### config.mk
export PLATFORM = sky130hd
export DESIGN_NAME = tmr2w_timer
export DESIGN_NICKNAME = d
export VERILOG_FILES = /design/src/core/tmr2w_pkg.sv /design/src/core/tmr2w_sync.sv /design/src/core/tmr2w_timer.sv
export SDC_FILE = /design/constraint.sdc
export NUM_CORES = 1
export LEC_CHECK = 0
export ABC_AREA = 1
export BUFFER_PORTS_ARGS = -buffer_cell sky130_fd_sc_hd__buf_2
export CAP_MARGIN = 20
export CORE_MARGIN = 4
export CORE_UTILIZATION = 45
export DETAILED_ROUTE_END_ITERATION = 12
export GPL_ROUTABILITY_DRIVEN = 0
export HOLD_SLACK_MARGIN = 0.08
export PLACE_DENSITY = 0.66
export REMOVE_ABC_BUFFERS = 1
export SETUP_SLACK_MARGIN = 0.05
export SYNTH_ARGS = -nofsm -noshare
export SYNTH_HDL_FRONTEND = slang
export SYNTH_HIERARCHICAL = 1
export SYNTH_SLANG_ARGS = --single-unit
### constraint.sdc
create_clock -name aclk -period 2.7 [get_ports aclk]
set_input_delay 0.54 -clock aclk [delete_from_list [all_inputs] [get_ports aclk]]
set_output_delay 0.54 -clock aclk [all_outputs]
set_load 0.01 [all_outputs]
### src/core/tmr2w_pkg.sv
/*
 Constants for the timer with auto-reload and suspend wake-up: register
 offsets, field positions, reset values and divider counts.
 Assumes a 32-bit AXI4-Lite slave with one register per aligned word.
*/
package tmr2w_pkg;
	localparam int          ADDR_W        = 8;
	localparam logic [7:0]  OFF_CTRL      = 8'h00;
	localparam logic [7:0]  OFF_CNT_LO    = 8'h04;
	localparam logic [7:0]  OFF_CNT_HI    = 8'h08;
	localparam logic [7:0]  OFF_RL_LO     = 8'h0C;
	localparam logic [7:0]  OFF_RL_HI     = 8'h10;
	localparam logic [7:0]  OFF_OSC       = 8'h14;
	localparam logic [7:0]  OFF_IE        = 8'h18;
	localparam logic [7:0]  OFF_STAT      = 8'h1C;
	localparam logic [7:0]  OFF_MASK      = 8'h20;
	localparam logic [7:0]  OFF_CAP       = 8'h24;
	localparam int          CTRL_HI_OVF   = 7;
	localparam int          CTRL_LO_OVF   = 6;
	localparam int          CTRL_LO_IE    = 5;
	localparam int          CTRL_CAP_EN   = 4;
	localparam int          CTRL_SPLIT    = 3;
	localparam int          CTRL_RUN      = 2;
	localparam int          IE_TMR        = 5;
	localparam int          OSC_SYNC      = 0;
	localparam int          ST_HI         = 0;
	localparam int          ST_LO         = 1;
	localparam int          ST_CAP        = 2;
	localparam int          ST_WAKE       = 3;
	localparam logic [7:0]  CTRL_RST      = 8'h00;
	localparam logic [7:0]  BYTE_RST      = 8'h00;
	localparam logic [3:0]  STAT_RST      = 4'h0;
	localparam logic [3:0]  DIV12_LAST    = 4'hB;
	localparam logic [2:0]  DIV8_LAST     = 3'h7;
	localparam logic [1:0]  SYNC_LAST     = 2'h2;
	localparam logic [1:0]  RESP_OKAY     = 2'h0;
	localparam logic [1:0]  RESP_SLVERR   = 2'h2;
	typedef enum logic [1:0] {SRC_SYS, SRC_DIV12, SRC_EXT8} tmr2w_src_t;
endpackage : tmr2w_pkg

### src/core/tmr2w_sync.sv
/*
 Three-stage input synchroniser with agreement filter and rise pulse.
 Assumes the input is asynchronous to clk; output follows two agreeing stages.
*/
module tmr2w_sync (
	input  wire logic clk,
	input  wire logic resetn,
	input  wire logic async_in,
	output logic      level,
	output logic      rise
);
	import tmr2w_pkg::*;

	typedef struct packed {
		logic s1;
		logic s2;
		logic s3;
		logic lvl;
		logic rise;
	} tmr2w_sync_t;

	tmr2w_sync_t r_reg;
	tmr2w_sync_t r_next;

	always_comb
	begin
		r_next      = r_reg;
		r_next.s1   = async_in;
		r_next.s2   = r_reg.s1;
		r_next.s3   = r_reg.s2;
		r_next.rise = 1'b0;
		// Only stages two and three decide; stage one may be metastable
		if (r_reg.s2 == r_reg.s3)
		begin
			r_next.lvl  = r_reg.s3;
			r_next.rise = r_reg.s3 & ~r_reg.lvl;
		end
	end

	always_ff @(posedge clk)
	begin
		if (!resetn)
			r_reg <= '0;
		else
			r_reg <= r_next;
	end

	assign level = r_reg.lvl;
	assign rise  = r_reg.rise;
endmodule : tmr2w_sync

### src/core/tmr2w_timer.sv
/*
 Timer with 16-bit or split 8-bit auto-reload, comparator capture,
 three count sources and suspend wake-up, behind an AXI4-Lite slave.
 Assumes ext_osc and cmp_out are asynchronous pins and suspend is a
 level from the clock controller on aclk.
// How it works
// - Counter is two byte registers, low and high
// - Control bit 3 picks 16-bit or split mode
// - Comparator rising edge captures current count
// - Count source: clock, clock/12, external/8
// - External/8 source synchronised outside suspend
// - In suspend external/8 keeps counting up
// - Overflow during suspend raises wake-up
// - Sync pending up to three ticks after wake
// - 16-bit rollover reloads and sets high flag
// - Timer interrupt enable gates every overflow
// - Low-byte interrupt also needs its own enable
*/
module tmr2w_timer
	import tmr2w_pkg::*;
#(
	parameter int AW = tmr2w_pkg::ADDR_W
)(
	input  wire logic          aclk,
	input  wire logic          aresetn,
	input  wire logic [AW-1:0] s_axi_awaddr,
	input  wire logic          s_axi_awvalid,
	output logic               s_axi_awready,
	input  wire logic [31:0]   s_axi_wdata,
	input  wire logic [3:0]    s_axi_wstrb,
	input  wire logic          s_axi_wvalid,
	output logic               s_axi_wready,
	output logic [1:0]         s_axi_bresp,
	output logic               s_axi_bvalid,
	input  wire logic          s_axi_bready,
	input  wire logic [AW-1:0] s_axi_araddr,
	input  wire logic          s_axi_arvalid,
	output logic               s_axi_arready,
	output logic [31:0]        s_axi_rdata,
	output logic [1:0]         s_axi_rresp,
	output logic               s_axi_rvalid,
	input  wire logic          s_axi_rready,
	input  wire logic          ext_osc,
	input  wire logic          cmp_out,
	input  wire logic          suspend,
	output logic               wake_req,
	output logic               irq
);
	import tmr2w_pkg::*;

	// Decode compares AW-1:2 against 8-bit offsets; 0x24 needs six bits
	if (AW < 6 || AW > 8)
	begin : g_aw_check
		$error("AW must be 6 to 8 for the register map");
	end

	typedef struct packed {
		logic [7:0]    ctrl;
		logic [7:0]    lo;
		logic [7:0]    hi;
		logic [7:0]    rl_lo;
		logic [7:0]    rl_hi;
		logic [7:0]    ie;
		logic [3:0]    stat;
		logic [3:0]    mask;
		logic [15:0]   cap;
		logic [3:0]    d12;
		logic [2:0]    d8;
		logic          pend;
		logic [1:0]    pend_cnt;
		logic          wake;
		logic          susp_d;
		logic          aw_have;
		logic [AW-1:0] aw_addr;
		logic          w_have;
		logic [31:0]   wdata;
		logic          wstrb0;
		logic          bvalid;
		logic [1:0]    bresp;
		logic          rvalid;
		logic [31:0]   rdata;
		logic [1:0]    rresp;
	} tmr2w_state_t;

	tmr2w_state_t r_reg;
	tmr2w_state_t r_next;

	logic       ext_rise;
	logic       cmp_rise;
	logic       tick12;
	logic       tick_ext;
	logic       tick;
	logic       split;
	logic       wr_do;
	logic       wr_cnt;
	logic       set_hi;
	logic       set_lo;
	tmr2w_src_t src;

	function automatic logic hit(input logic [AW-1:0] a, input logic [7:0] off);
		hit = (a[AW-1:2] == off[AW-1:2]);
	endfunction : hit

	function automatic logic mapped(input logic [AW-1:0] a);
		mapped = hit(a, OFF_CTRL) | hit(a, OFF_CNT_LO) | hit(a, OFF_CNT_HI)
			| hit(a, OFF_RL_LO) | hit(a, OFF_RL_HI) | hit(a, OFF_OSC)
			| hit(a, OFF_IE) | hit(a, OFF_STAT) | hit(a, OFF_MASK)
			| hit(a, OFF_CAP);
	endfunction : mapped

	// External oscillator passes four flops, three sync stages and the rise flop, before any edge counts
	tmr2w_sync u_ext_sync (
		.clk      (aclk),
		.resetn   (aresetn),
		.async_in (ext_osc),
		.level    (),
		.rise     (ext_rise)
	);

	tmr2w_sync u_cmp_sync (
		.clk      (aclk),
		.resetn   (aresetn),
		.async_in (cmp_out),
		.level    (),
		.rise     (cmp_rise)
	);

	assign src      = tmr2w_src_t'(r_reg.ctrl[1:0]);
	assign split    = r_reg.ctrl[CTRL_SPLIT];
	assign tick12   = (r_reg.d12 == DIV12_LAST);
	assign tick_ext = ext_rise & (r_reg.d8 == DIV8_LAST);
	assign wr_do    = r_reg.aw_have & r_reg.w_have & ~r_reg.bvalid;
	assign wr_cnt   = wr_do & r_reg.wstrb0
		& (hit(r_reg.aw_addr, OFF_CNT_LO) | hit(r_reg.aw_addr, OFF_CNT_HI));

	// Count tick; in suspend only the external/8 source is alive
	always_comb
	begin
		tick = 1'b0;
		if (r_reg.ctrl[CTRL_RUN])
		begin
			if (suspend)
				tick = tick_ext;
			else
			begin
				unique case (src)
					SRC_SYS:   tick = 1'b1;
					SRC_DIV12: tick = tick12;
					SRC_EXT8:  tick = tick_ext;
					default:   tick = 1'b0;
				endcase
			end
		end
	end

	always_comb
	begin
		logic [15:0] cnt;
		logic [3:0]  st_set;
		logic [3:0]  st_clr;
		cnt    = {r_reg.hi, r_reg.lo};
		st_set = 4'h0;
		st_clr = 4'h0;
		set_hi = 1'b0;
		set_lo = 1'b0;
		r_next = r_reg;

		r_next.d12    = tick12 ? 4'h0 : 4'(r_reg.d12 + 4'h1);
		r_next.d8     = ext_rise ? 3'(r_reg.d8 + 3'h1) : r_reg.d8;
		r_next.susp_d = suspend;

		if (tick)
		begin
			if (!split)
			begin
				set_lo = (r_reg.lo == 8'hFF);
				if (cnt == 16'hFFFF)
				begin
					{r_next.hi, r_next.lo} = {r_reg.rl_hi, r_reg.rl_lo};
					set_hi = 1'b1;
				end
				else
					{r_next.hi, r_next.lo} = 16'(cnt + 16'h0001);
			end
			else
			begin
				set_lo = (r_reg.lo == 8'hFF);
				set_hi = (r_reg.hi == 8'hFF);
				r_next.lo = set_lo ? r_reg.rl_lo : 8'(r_reg.lo + 8'h01);
				r_next.hi = set_hi ? r_reg.rl_hi : 8'(r_reg.hi + 8'h01);
			end
		end

		if (r_reg.ctrl[CTRL_CAP_EN] && cmp_rise)
		begin
			r_next.cap = cnt;
			st_set[ST_CAP] = 1'b1;
		end

		// Wake is held until the clock controller leaves suspend
		if (suspend && set_hi)
		begin
			r_next.wake = 1'b1;
			st_set[ST_WAKE] = 1'b1;
		end
		else if (!suspend)
			r_next.wake = 1'b0;

		if (r_reg.susp_d && !suspend && !r_reg.wake)
		begin
			r_next.pend     = 1'b1;
			r_next.pend_cnt = 2'h0;
		end
		else if (r_reg.pend && tick_ext)
		begin
			r_next.pend_cnt = 2'(r_reg.pend_cnt + 2'h1);
			if (r_reg.pend_cnt == SYNC_LAST)
				r_next.pend = 1'b0;
		end
		st_set[ST_HI] = set_hi;
		st_set[ST_LO] = set_lo;

		if (s_axi_awvalid && s_axi_awready)
		begin
			r_next.aw_have = 1'b1;
			r_next.aw_addr = s_axi_awaddr;
		end
		if (s_axi_wvalid && s_axi_wready)
		begin
			r_next.w_have = 1'b1;
			r_next.wdata  = s_axi_wdata;
			r_next.wstrb0 = s_axi_wstrb[0];
		end
		if (r_reg.bvalid && s_axi_bready)
			r_next.bvalid = 1'b0;

		if (wr_do)
		begin
			r_next.aw_have = 1'b0;
			r_next.w_have  = 1'b0;
			r_next.bvalid  = 1'b1;
			r_next.bresp   = mapped(r_reg.aw_addr) ? RESP_OKAY : RESP_SLVERR;
			// Registers are one byte wide; only lane 0 writes them
			if (r_reg.wstrb0)
			begin
				if (hit(r_reg.aw_addr, OFF_CTRL))
					r_next.ctrl = r_reg.wdata[7:0];
				if (hit(r_reg.aw_addr, OFF_CNT_LO))
					r_next.lo = r_reg.wdata[7:0];
				if (hit(r_reg.aw_addr, OFF_CNT_HI))
					r_next.hi = r_reg.wdata[7:0];
				if (hit(r_reg.aw_addr, OFF_RL_LO))
					r_next.rl_lo = r_reg.wdata[7:0];
				if (hit(r_reg.aw_addr, OFF_RL_HI))
					r_next.rl_hi = r_reg.wdata[7:0];
				if (hit(r_reg.aw_addr, OFF_IE))
					r_next.ie = r_reg.wdata[7:0];
				if (hit(r_reg.aw_addr, OFF_STAT))
					st_clr = r_reg.wdata[3:0];
				if (hit(r_reg.aw_addr, OFF_MASK))
					r_next.mask = r_reg.wdata[3:0];
			end
		end

		// Hardware set beats a software clear in the same cycle
		r_next.ctrl[CTRL_HI_OVF] = r_next.ctrl[CTRL_HI_OVF] | set_hi;
		r_next.ctrl[CTRL_LO_OVF] = r_next.ctrl[CTRL_LO_OVF] | set_lo;
		r_next.stat = (r_reg.stat & ~st_clr) | st_set;

		if (r_reg.rvalid && s_axi_rready)
			r_next.rvalid = 1'b0;
		if (s_axi_arvalid && s_axi_arready)
		begin
			r_next.rvalid = 1'b1;
			r_next.rresp  = mapped(s_axi_araddr) ? RESP_OKAY : RESP_SLVERR;
			r_next.rdata  = 32'h0000_0000;
			if (hit(s_axi_araddr, OFF_CTRL))
				r_next.rdata[7:0] = r_reg.ctrl;
			if (hit(s_axi_araddr, OFF_CNT_LO))
				r_next.rdata[7:0] = r_reg.lo;
			if (hit(s_axi_araddr, OFF_CNT_HI))
				r_next.rdata[7:0] = r_reg.hi;
			if (hit(s_axi_araddr, OFF_RL_LO))
				r_next.rdata[7:0] = r_reg.rl_lo;
			if (hit(s_axi_araddr, OFF_RL_HI))
				r_next.rdata[7:0] = r_reg.rl_hi;
			if (hit(s_axi_araddr, OFF_OSC))
				r_next.rdata[OSC_SYNC] = r_reg.pend;
			if (hit(s_axi_araddr, OFF_IE))
				r_next.rdata[7:0] = r_reg.ie;
			if (hit(s_axi_araddr, OFF_STAT))
				r_next.rdata[3:0] = r_reg.stat;
			if (hit(s_axi_araddr, OFF_MASK))
				r_next.rdata[3:0] = r_reg.mask;
			if (hit(s_axi_araddr, OFF_CAP))
				r_next.rdata[15:0] = r_reg.cap;
		end
	end

	always_ff @(posedge aclk)
	begin
		if (!aresetn)
		begin
			r_reg       <= '0;
			r_reg.ctrl  <= CTRL_RST;
			r_reg.ie    <= BYTE_RST;
			r_reg.stat  <= STAT_RST;
			r_reg.mask  <= STAT_RST;
		end
		else
			r_reg <= r_next;
	end

	assign s_axi_awready = ~r_reg.aw_have & ~r_reg.bvalid;
	assign s_axi_wready  = ~r_reg.w_have & ~r_reg.bvalid;
	assign s_axi_bvalid  = r_reg.bvalid;
	assign s_axi_bresp   = r_reg.bresp;
	assign s_axi_arready = ~r_reg.rvalid;
	assign s_axi_rvalid  = r_reg.rvalid;
	assign s_axi_rdata   = r_reg.rdata;
	assign s_axi_rresp   = r_reg.rresp;
	assign wake_req      = r_reg.wake;

	// Low-byte events need the extra enable on top of the timer enable
	assign irq = r_reg.ie[IE_TMR] & (
		(r_reg.stat[ST_HI] & r_reg.mask[ST_HI])
		| (r_reg.stat[ST_LO] & r_reg.mask[ST_LO] & r_reg.ctrl[CTRL_LO_IE])
		| (r_reg.stat[ST_CAP] & r_reg.mask[ST_CAP])
		| (r_reg.stat[ST_WAKE] & r_reg.mask[ST_WAKE]));

	property p_reload16;
		@(posedge aclk) disable iff (!aresetn)
		tick && !split && {r_reg.hi, r_reg.lo} == 16'hFFFF && !wr_cnt
		|=> {r_reg.hi, r_reg.lo} == {$past(r_reg.rl_hi), $past(r_reg.rl_lo)}
			&& r_reg.ctrl[CTRL_HI_OVF];
	endproperty
	a_reload16: assert property (p_reload16) else $error("16-bit reload wrong");

	property p_inc16;
		@(posedge aclk) disable iff (!aresetn)
		tick && !split && {r_reg.hi, r_reg.lo} != 16'hFFFF && !wr_cnt
		|=> {r_reg.hi, r_reg.lo} == 16'($past({r_reg.hi, r_reg.lo}) + 16'h0001);
	endproperty
	a_inc16: assert property (p_inc16) else $error("16-bit increment wrong");

	property p_split_lo;
		@(posedge aclk) disable iff (!aresetn)
		tick && split && r_reg.lo == 8'hFF && r_reg.hi != 8'hFF && !wr_cnt
		|=> r_reg.lo == $past(r_reg.rl_lo) && r_reg.ctrl[CTRL_LO_OVF]
			&& r_reg.hi == 8'($past(r_reg.hi) + 8'h01);
	endproperty
	a_split_lo: assert property (p_split_lo) else $error("split low reload wrong");

	property p_capture;
		@(posedge aclk) disable iff (!aresetn)
		r_reg.ctrl[CTRL_CAP_EN] && cmp_rise
		|=> r_reg.cap == $past({r_reg.hi, r_reg.lo}) && r_reg.stat[ST_CAP];
	endproperty
	a_capture: assert property (p_capture) else $error("capture missed");

	property p_div12;
		@(posedge aclk) disable iff (!aresetn)
		tick12 |=> (!tick12)[*8] ##1 (!tick12)[*3] ##1 tick12;
	endproperty
	a_div12: assert property (p_div12) else $error("divide-by-12 spacing wrong");

	property p_susp_src;
		@(posedge aclk) disable iff (!aresetn)
		suspend && !tick_ext |-> !tick;
	endproperty
	a_susp_src: assert property (p_susp_src) else $error("non-external tick in suspend");

	property p_wake;
		@(posedge aclk) disable iff (!aresetn)
		suspend && tick && !split && {r_reg.hi, r_reg.lo} == 16'hFFFF
		|=> wake_req;
	endproperty
	a_wake: assert property (p_wake) else $error("no wake on overflow");

	property p_sync_set;
		@(posedge aclk) disable iff (!aresetn)
		r_reg.susp_d && !suspend && !wake_req |=> r_reg.pend;
	endproperty
	a_sync_set: assert property (p_sync_set) else $error("sync pending not set");

	property p_sync_clr;
		@(posedge aclk) disable iff (!aresetn)
		r_reg.pend && tick_ext && r_reg.pend_cnt == SYNC_LAST && !(r_reg.susp_d && !suspend)
		|=> !r_reg.pend;
	endproperty
	a_sync_clr: assert property (p_sync_clr) else $error("sync pending stuck");

	property p_irq_gate;
		@(posedge aclk) disable iff (!aresetn)
		irq |-> r_reg.ie[IE_TMR]
			&& !(r_reg.stat == 4'h2 && !r_reg.ctrl[CTRL_LO_IE]);
	endproperty
	a_irq_gate: assert property (p_irq_gate) else $error("interrupt not gated");
endmodule : tmr2w_timer

==> results of run 1 <==
final timing paths:
kind | start | to | slack (ps)
setup / recovery | r_reg[142] | r_reg[151] | 710
hold / removal | cmp_out | u_cmp_sync/r_next[3] | 300
setup reg to reg | r_reg[142] | r_reg[151] | 710
hold reg to reg | u_ext_sync/r_next[3] | u_ext_sync/r_next[2] | 410
synthesized netlist by cell type (all sizes together):
| library cell | instances | area share, % |
|---|---|---|
| nand2 | 157 | 9.3 |
| nor2 | 142 | 8.7 |
| dfxtp | 131 | 40 |
| inv | 93 | 5.3 |
| a21oi | 86 | 6.7 |
| o21ai | 76 | 5.8 |
| nand3 | 49 | 4.0 |
| buf | 48 | 5.2 |
| a211oi | 35 | 4.3 |
| clkbuf | 23 | 1.3 |
| nand4 | 21 | 2.0 |
| nor3 | 16 | 1.6 |
| o211ai | 10 | 1.1 |
| ha | 6 | 1.1 |
| xnor2 | 6 | 0.80 |
| xor2 | 5 | 0.66 |
| a31oi | 3 | 0.28 |
| clkinv | 3 | 0.19 |
| nor4 | 3 | 0.97 |
| o21a | 2 | 0.23 |
| a41oi | 1 | 0.13 |
| conb | 1 | 0.057 |
| nand3b | 1 | 0.30 |
| o2111ai | 1 | 0.13 |
| o22ai | 1 | 0.095 |
| or2 | 1 | 0.095 |
layout make-up:
| class | instances | share of cell area [%] |
|---|---|---|
| clock buffer | 21 | 6.33 |
| tap | 184 | 3.10 |
| multi-input combinational | 640 | 43.8 |
| sequential | 131 | 35.3 |
| timing repair buffer | 71 | 5.32 |
| clock inverter | 11 | 1.35 |
| inverter | 96 | 4.86 |
logic make-up after synthesis:
group                      after synthesis  synth area share (%)
AOI/OAI and AO/OA                      215                  18.8
DFF                                    131                  39.7
adders and majority gates                6                  1.14
other                                    1                0.0568
and+or+nand+nor                        390                  26.9
buffers and inverters                  167                  12.0
xor gates and xnor gates                11                  1.46
worst register-to-register path: cells and delay by family (launching register included):
kind / cells / cell delay [ps]
AOI/OAI and AO/OA: 3 / 490
adders and majority gates: 1 / 280
buffers and inverters: 2 / 240
DFF: 1 / 560
and+or+nand+nor: 3 / 350
per-stage QoR:
step / area, sq um / total power [W] / instances / hold slack (ps)
final: 7430 / 0.00456 / 1154 / 305
after global routing: 7430 / 0.00471 / 1154 / 310
after CTS: 7430 / 0.00459 / 1154 / 284
after detailed placement: 6860 / 0.00239 / 1122 / 399
after global placement: 6860 / 0.00238 / 1122 / 393
after floorplan: 6240 / 0.00225 / 867 / 390
power breakdown:
group | switching [W] | internal (W) | total [W]
Clock | 0.000867 | 0.00134 | 0.00221
Sequential | 0.0000453 | 0.00198 | 0.00203
Combinational | 0.000228 | 0.0000921 | 0.000320
Total | 0.00114 | 0.00342 | 0.00456
metal layers:
metal	part of all wire, %	vias to the layer above	global-route usage, %
met4	3.3	0	9.14
met5	0	-	0
met2	45	194	34.3
met3	7.1	41	4.29
met1	45	2652	29.2
li1	-	3087	-
==> flow_summary.ini, run 1 <==
[logic_synthesis]
synthesis.instances = 921
synth_area_per_cell_sq_um = 7.17
synth_area_sq_um = 6600
yosysSeqAreaShare_pct = 39.7
ys_ff_latch = 131
netlist-cell-type-count = 43
yosysWarnings = 6

[power]
power_density_nw_per_um2 = 613
vdd_drop_max_mv = 0.453
leakagePower_nw = 3.14

[final_layout]
final_core_util_pct = 51.3
syn2layout_area_growth_pct = 12.6
fillers = 1450
layout_commonest_cell = nand2_1
multi_input_area_sq_um = 3250
nNetsFinal = 1025
layout-drive-gt1-share_pct = 14.2
layout_common_cells = nand2_1 (151), nor2_1 (136), dfxtp_1 (131)
regArea_sq_um = 2620
largest_reg_flops = 100
diodes = 0

[sta]
slew_violations = 0
final_hold_viol_count = 0
worstMarginPinSlew_ps = 644
clock_skew_ps = 7.08
finalSetupViolCount = 0
setup_slack_ps = 709
period_minus_slack_ps = 1990
rsz0062_at_grt = no
period_share_pct = 73.7
max_freq_ghz = 0.502
slew_headroom_pct = 57.1
fin_tns_setup_ps = 0

[clock_network]
root_buffer = clkbuf_16
htree_num_levels = 4
cts.path.max_buffers = 2
tritoncts = built
postCtsResizedCells = 0
clock_latency_ps = 420
cts_hold_buffers = 0
clock_sinks = 131
path_clk_slew_ps = 60
postCtsSetupBuffers = 0
cts_made_buffers = 17

[placement]
portBuffers = 55
pre_cts_ws_ps = 605
hpwl_mm = 12.8

[setup_path]
crit_top_cell = nand2_1
arrival_ps = 2340
cp-end-kind = flip-flop
cp.buffers_inverters = 2
cp_num_cells = 9
crit_family = flip-flops
crit_fanout = 8
critPathLaunchType = flip-flop
cp_slowest_stage_delay_ps = 560
crit_chain = ha_1 -> nand2_1 -> inv_1 -> nand3_4 -> a21oi_4 -> inv_2 -> o21ai_2 -> nand2_1 -> a21oi_1
cp.required_ps = 3050
crit_slowest_cell = dfxtp_1
worst_r2r_path_depth = 9
crit_type = flip-flop to flip-flop

[hold_path]
hp-class = input pin to flip-flop
min_path_cells = 3

[route]
drc = 0
vias_per_cell = 5.18
avgRoutedWirePerCell_um = 15.2
vias = 5974
routed_wl_mm = 17.6
drtPass1Iterations = 4
first_iter_violations = 437
ant_nets = 0

[floorplan]
fp.dieW_um = 129
die_area_sq_um = 16700
fp.coreArea_sq_um = 14500
fp.dieH_um = 129
start_util_pct = 45.6
num_io_pins = 105
rows = 44

[grt]
grt_pass1_wl_mm = 28.4
gr-total-overflow = 0
antenna_found_initial = 0
grt_util_all_layers_pct = 21.7
grt_max_degree = 71
grt_pass1_vias = 5533

[run_status]
status = finished clean

[flow_run]
maxCapViolations = 0
(Power assumes the default switching activity.)
==> run 2, diff against run 1 <==
ABC_AREA = 0   (was 1)
clock period = 1.99 ns   (was 2.7 ns; I/O delays follow)
==> flow_summary.ini, run 2 <==
[final_layout]
nNetsFinal = 878
layout-drive-gt1-share_pct = 23.1
syn2layout_area_growth_pct = 20.3
diodes = 0
regArea_sq_um = 2630
instances_no_fill = 999
largest_reg_flops = 100
layout_commonest_cell = dfxtp_1
fillers = 1201
layout_common_cells = dfxtp_1 (126), nand2_1 (109), nor2_1 (81)
multi_input_area_sq_um = 3300
fin_area_sq_um = 7560

[setup_path]
r2r-start = r_reg[149]
cp.required_ps = 2340
worst_r2r_path_depth = 8
reg2reg_setup_slack_ps = 80
crit_type = flip-flop to flip-flop
critPathLaunchType = flip-flop
reg2reg_to = r_reg[144]
crit_fanout = 4
cp-end-kind = flip-flop
arrival_ps = 2260

[route]
avgRoutedWirePerCell_um = 16.7
ant_nets = 0
drtPass1Iterations = 6
vias = 5554
routed_wl_mm = 16.7
first_iter_violations = 418
vias_per_cell = 5.56
drc = 0

[floorplan]
start_util_pct = 46.7
rows = 42
die_area_sq_um = 15900
fp.dieH_um = 126
fp.coreArea_sq_um = 13500
num_io_pins = 105
fp.dieW_um = 126

[clock_network]
root_buffer = clkbuf_16
tritoncts = built
cts.path.max_buffers = 2
path_clk_slew_ps = 60
clock_sinks = 131
cts_hold_buffers = 0
clock_latency_ps = 430
cts_made_buffers = 17
htree_num_levels = 4

[sta]
max_freq_ghz = 0.523
slew_violations = 0
setup_slack_ps = 78.0
period_minus_slack_ps = 1910
rsz0062_at_grt = yes
clock_skew_ps = 17.1
worstMarginPinSlew_ps = 649
finalSetupViolCount = 0
slew_headroom_pct = 56.6
fin_tns_setup_ps = 0
final_hold_viol_count = 0
period_share_pct = 96.1

[flow_run]
maxCapViolations = 0

[grt]
gr-total-overflow = 0
antenna_found_initial = 0
grt_pass1_vias = 5346
grt_max_degree = 33
grt_pass1_wl_mm = 26.9
grt_util_all_layers_pct = 20.9

[logic_synthesis]
ys.flop_type = dfxtp_1
synth_area_leader_cell = dfxtp_1
yosysSeqAreaShare_pct = 41.8
synthTopCellsByArea = dfxtp_1 (42%), mux2i_1 (6.5%), nand2_1 (6.5%)
yosysWarnings = 6
synth_area_per_cell_sq_um = 8.45
synth_most_common_cell = dfxtp_1
synth_async_sr_flop_share_pct = 0
synth-edff-count = 0
ys_ff_latch = 131
synth_top_area_share_pct = 41.8
yosys-top-cells-count = dfxtp_1 (131), nand2_1 (109), nor2_1 (83)
synth_area_sq_um = 6280
netlist-cell-type-count = 71
synthesis.instances = 743

[placement]
post_dp_cell_area_sq_um = 6790
hpwl_mm = 12.2
numPlacedInstances = 963
pre_cts_ws_ps = -40.7
portBuffers = 55

[hold_path]
hp-class = input pin to flip-flop
min_path_cells = 2
hold_path_end = s_axi_rvalid
hp-start = s_axi_rready

[power]
power_density_nw_per_um2 = 840
leakagePower_nw = 2.96
vdd_drop_max_mv = 0.592

[run_status]
status = finished clean
==> run 2: cell count changes in the layout (fill, tap and decap cells not counted), moves of 8 or more <==
cell / delta
and2_1: +8
a211oi_1: -26
nand4_1: -13
nand2_1: -42
nor2_1: -55
buf_4: +39
inv_1: -76
nand3_1: -28
mux2i_1: +41
o21ai_0: -48
==> run 2: cell type report <==
| type | instances | share of cell area (%) |
|---|---|---|
| clock inverter | 15 | 2.58 |
| multi-input combinational | 535 | 43.7 |
| tap | 176 | 2.91 |
| sequential | 131 | 34.8 |
| inverter | 11 | 0.546 |
| timing repair buffer | 114 | 9.82 |
| clock buffer | 17 | 5.63 |
==> run 2: cell families after synthesis <==
| logic type | after synthesis | synth area share (%) |
|---|---|---|
| multiplexers | 50 | 9.40 |
| flip-flops | 131 | 41.8 |
| adder cells (fa/ha/maj) | 6 | 1.20 |
| buffers and inverters | 94 | 8.17 |
| AO/OA/AOI/OAI | 177 | 17.6 |
| XOR/XNOR | 7 | 0.976 |
| AND/OR/NAND/NOR | 277 | 20.8 |
| other | 1 | 0.0597 |
==> run 2: critical path, cell delays in order, from the launching register on <==
cell       delay [ps]
dfxtp_1           310
ha_1              210
and3_1            210
and2_1            210
o21ai_1           330
buf_4             180
a2bb2oi_1         150
nand3_1            90
a31oi_1           160
==> run 2: repair_timing <==
item	4_1_cts	5_1_grt
setup buffers	1	3
pin swaps	2	9
resized for setup	4	24
setup endpoints to repair	12	17
endpoints found under the hold margin	0	0
==> run 2: how the worst max path moves through the flow <==
stage / start / to / slack (ps) / cells after the start
final: r_reg[149] / r_reg[144] / 80 / 8
after global placement: r_reg[86] / r_reg[145] / -30 / 9
after global routing: r_reg[149] / r_reg[144] / 20 / 8
after floorplan: aresetn / r_reg[152] / -390 / 3
after detailed placement: r_reg[86] / r_reg[147] / -40 / 9
after CTS: r_reg[86] / r_reg[147] / 20 / 9
==> run 2: routing by layer <==
metal,GRT usage [%],part of all wire (%),up-vias,routed length (um)
met2,33.4,46,232,7710
met1,27.3,44,2587,7330
met5,0,0,-,0
met4,7.63,2.1,0,350
met3,5.55,7.8,28,1300
li1,-,-,2707,-
==> run 2: where the power goes <==
part,switching (W),internal (W),total (W)
Clock,0.00126,0.00201,0.00327
Sequential,0.0000568,0.00267,0.00273
Combinational,0.000216,0.000134,0.000350
Total,0.00153,0.00481,0.00635
==> run 2: per-stage QoR <==
step / utilization, % / power, W / hold WS [ps]
2_1_floorplan: - / 0.00295 / 426
3_3_place_gp: 50.5 / 0.00312 / 427
3_5_place_dp: 50.5 / 0.00313 / 433
4_1_cts: 55.2 / 0.00639 / 136
5_1_grt: 56.2 / 0.00657 / 146
6_report: 56.2 / 0.00635 / 141
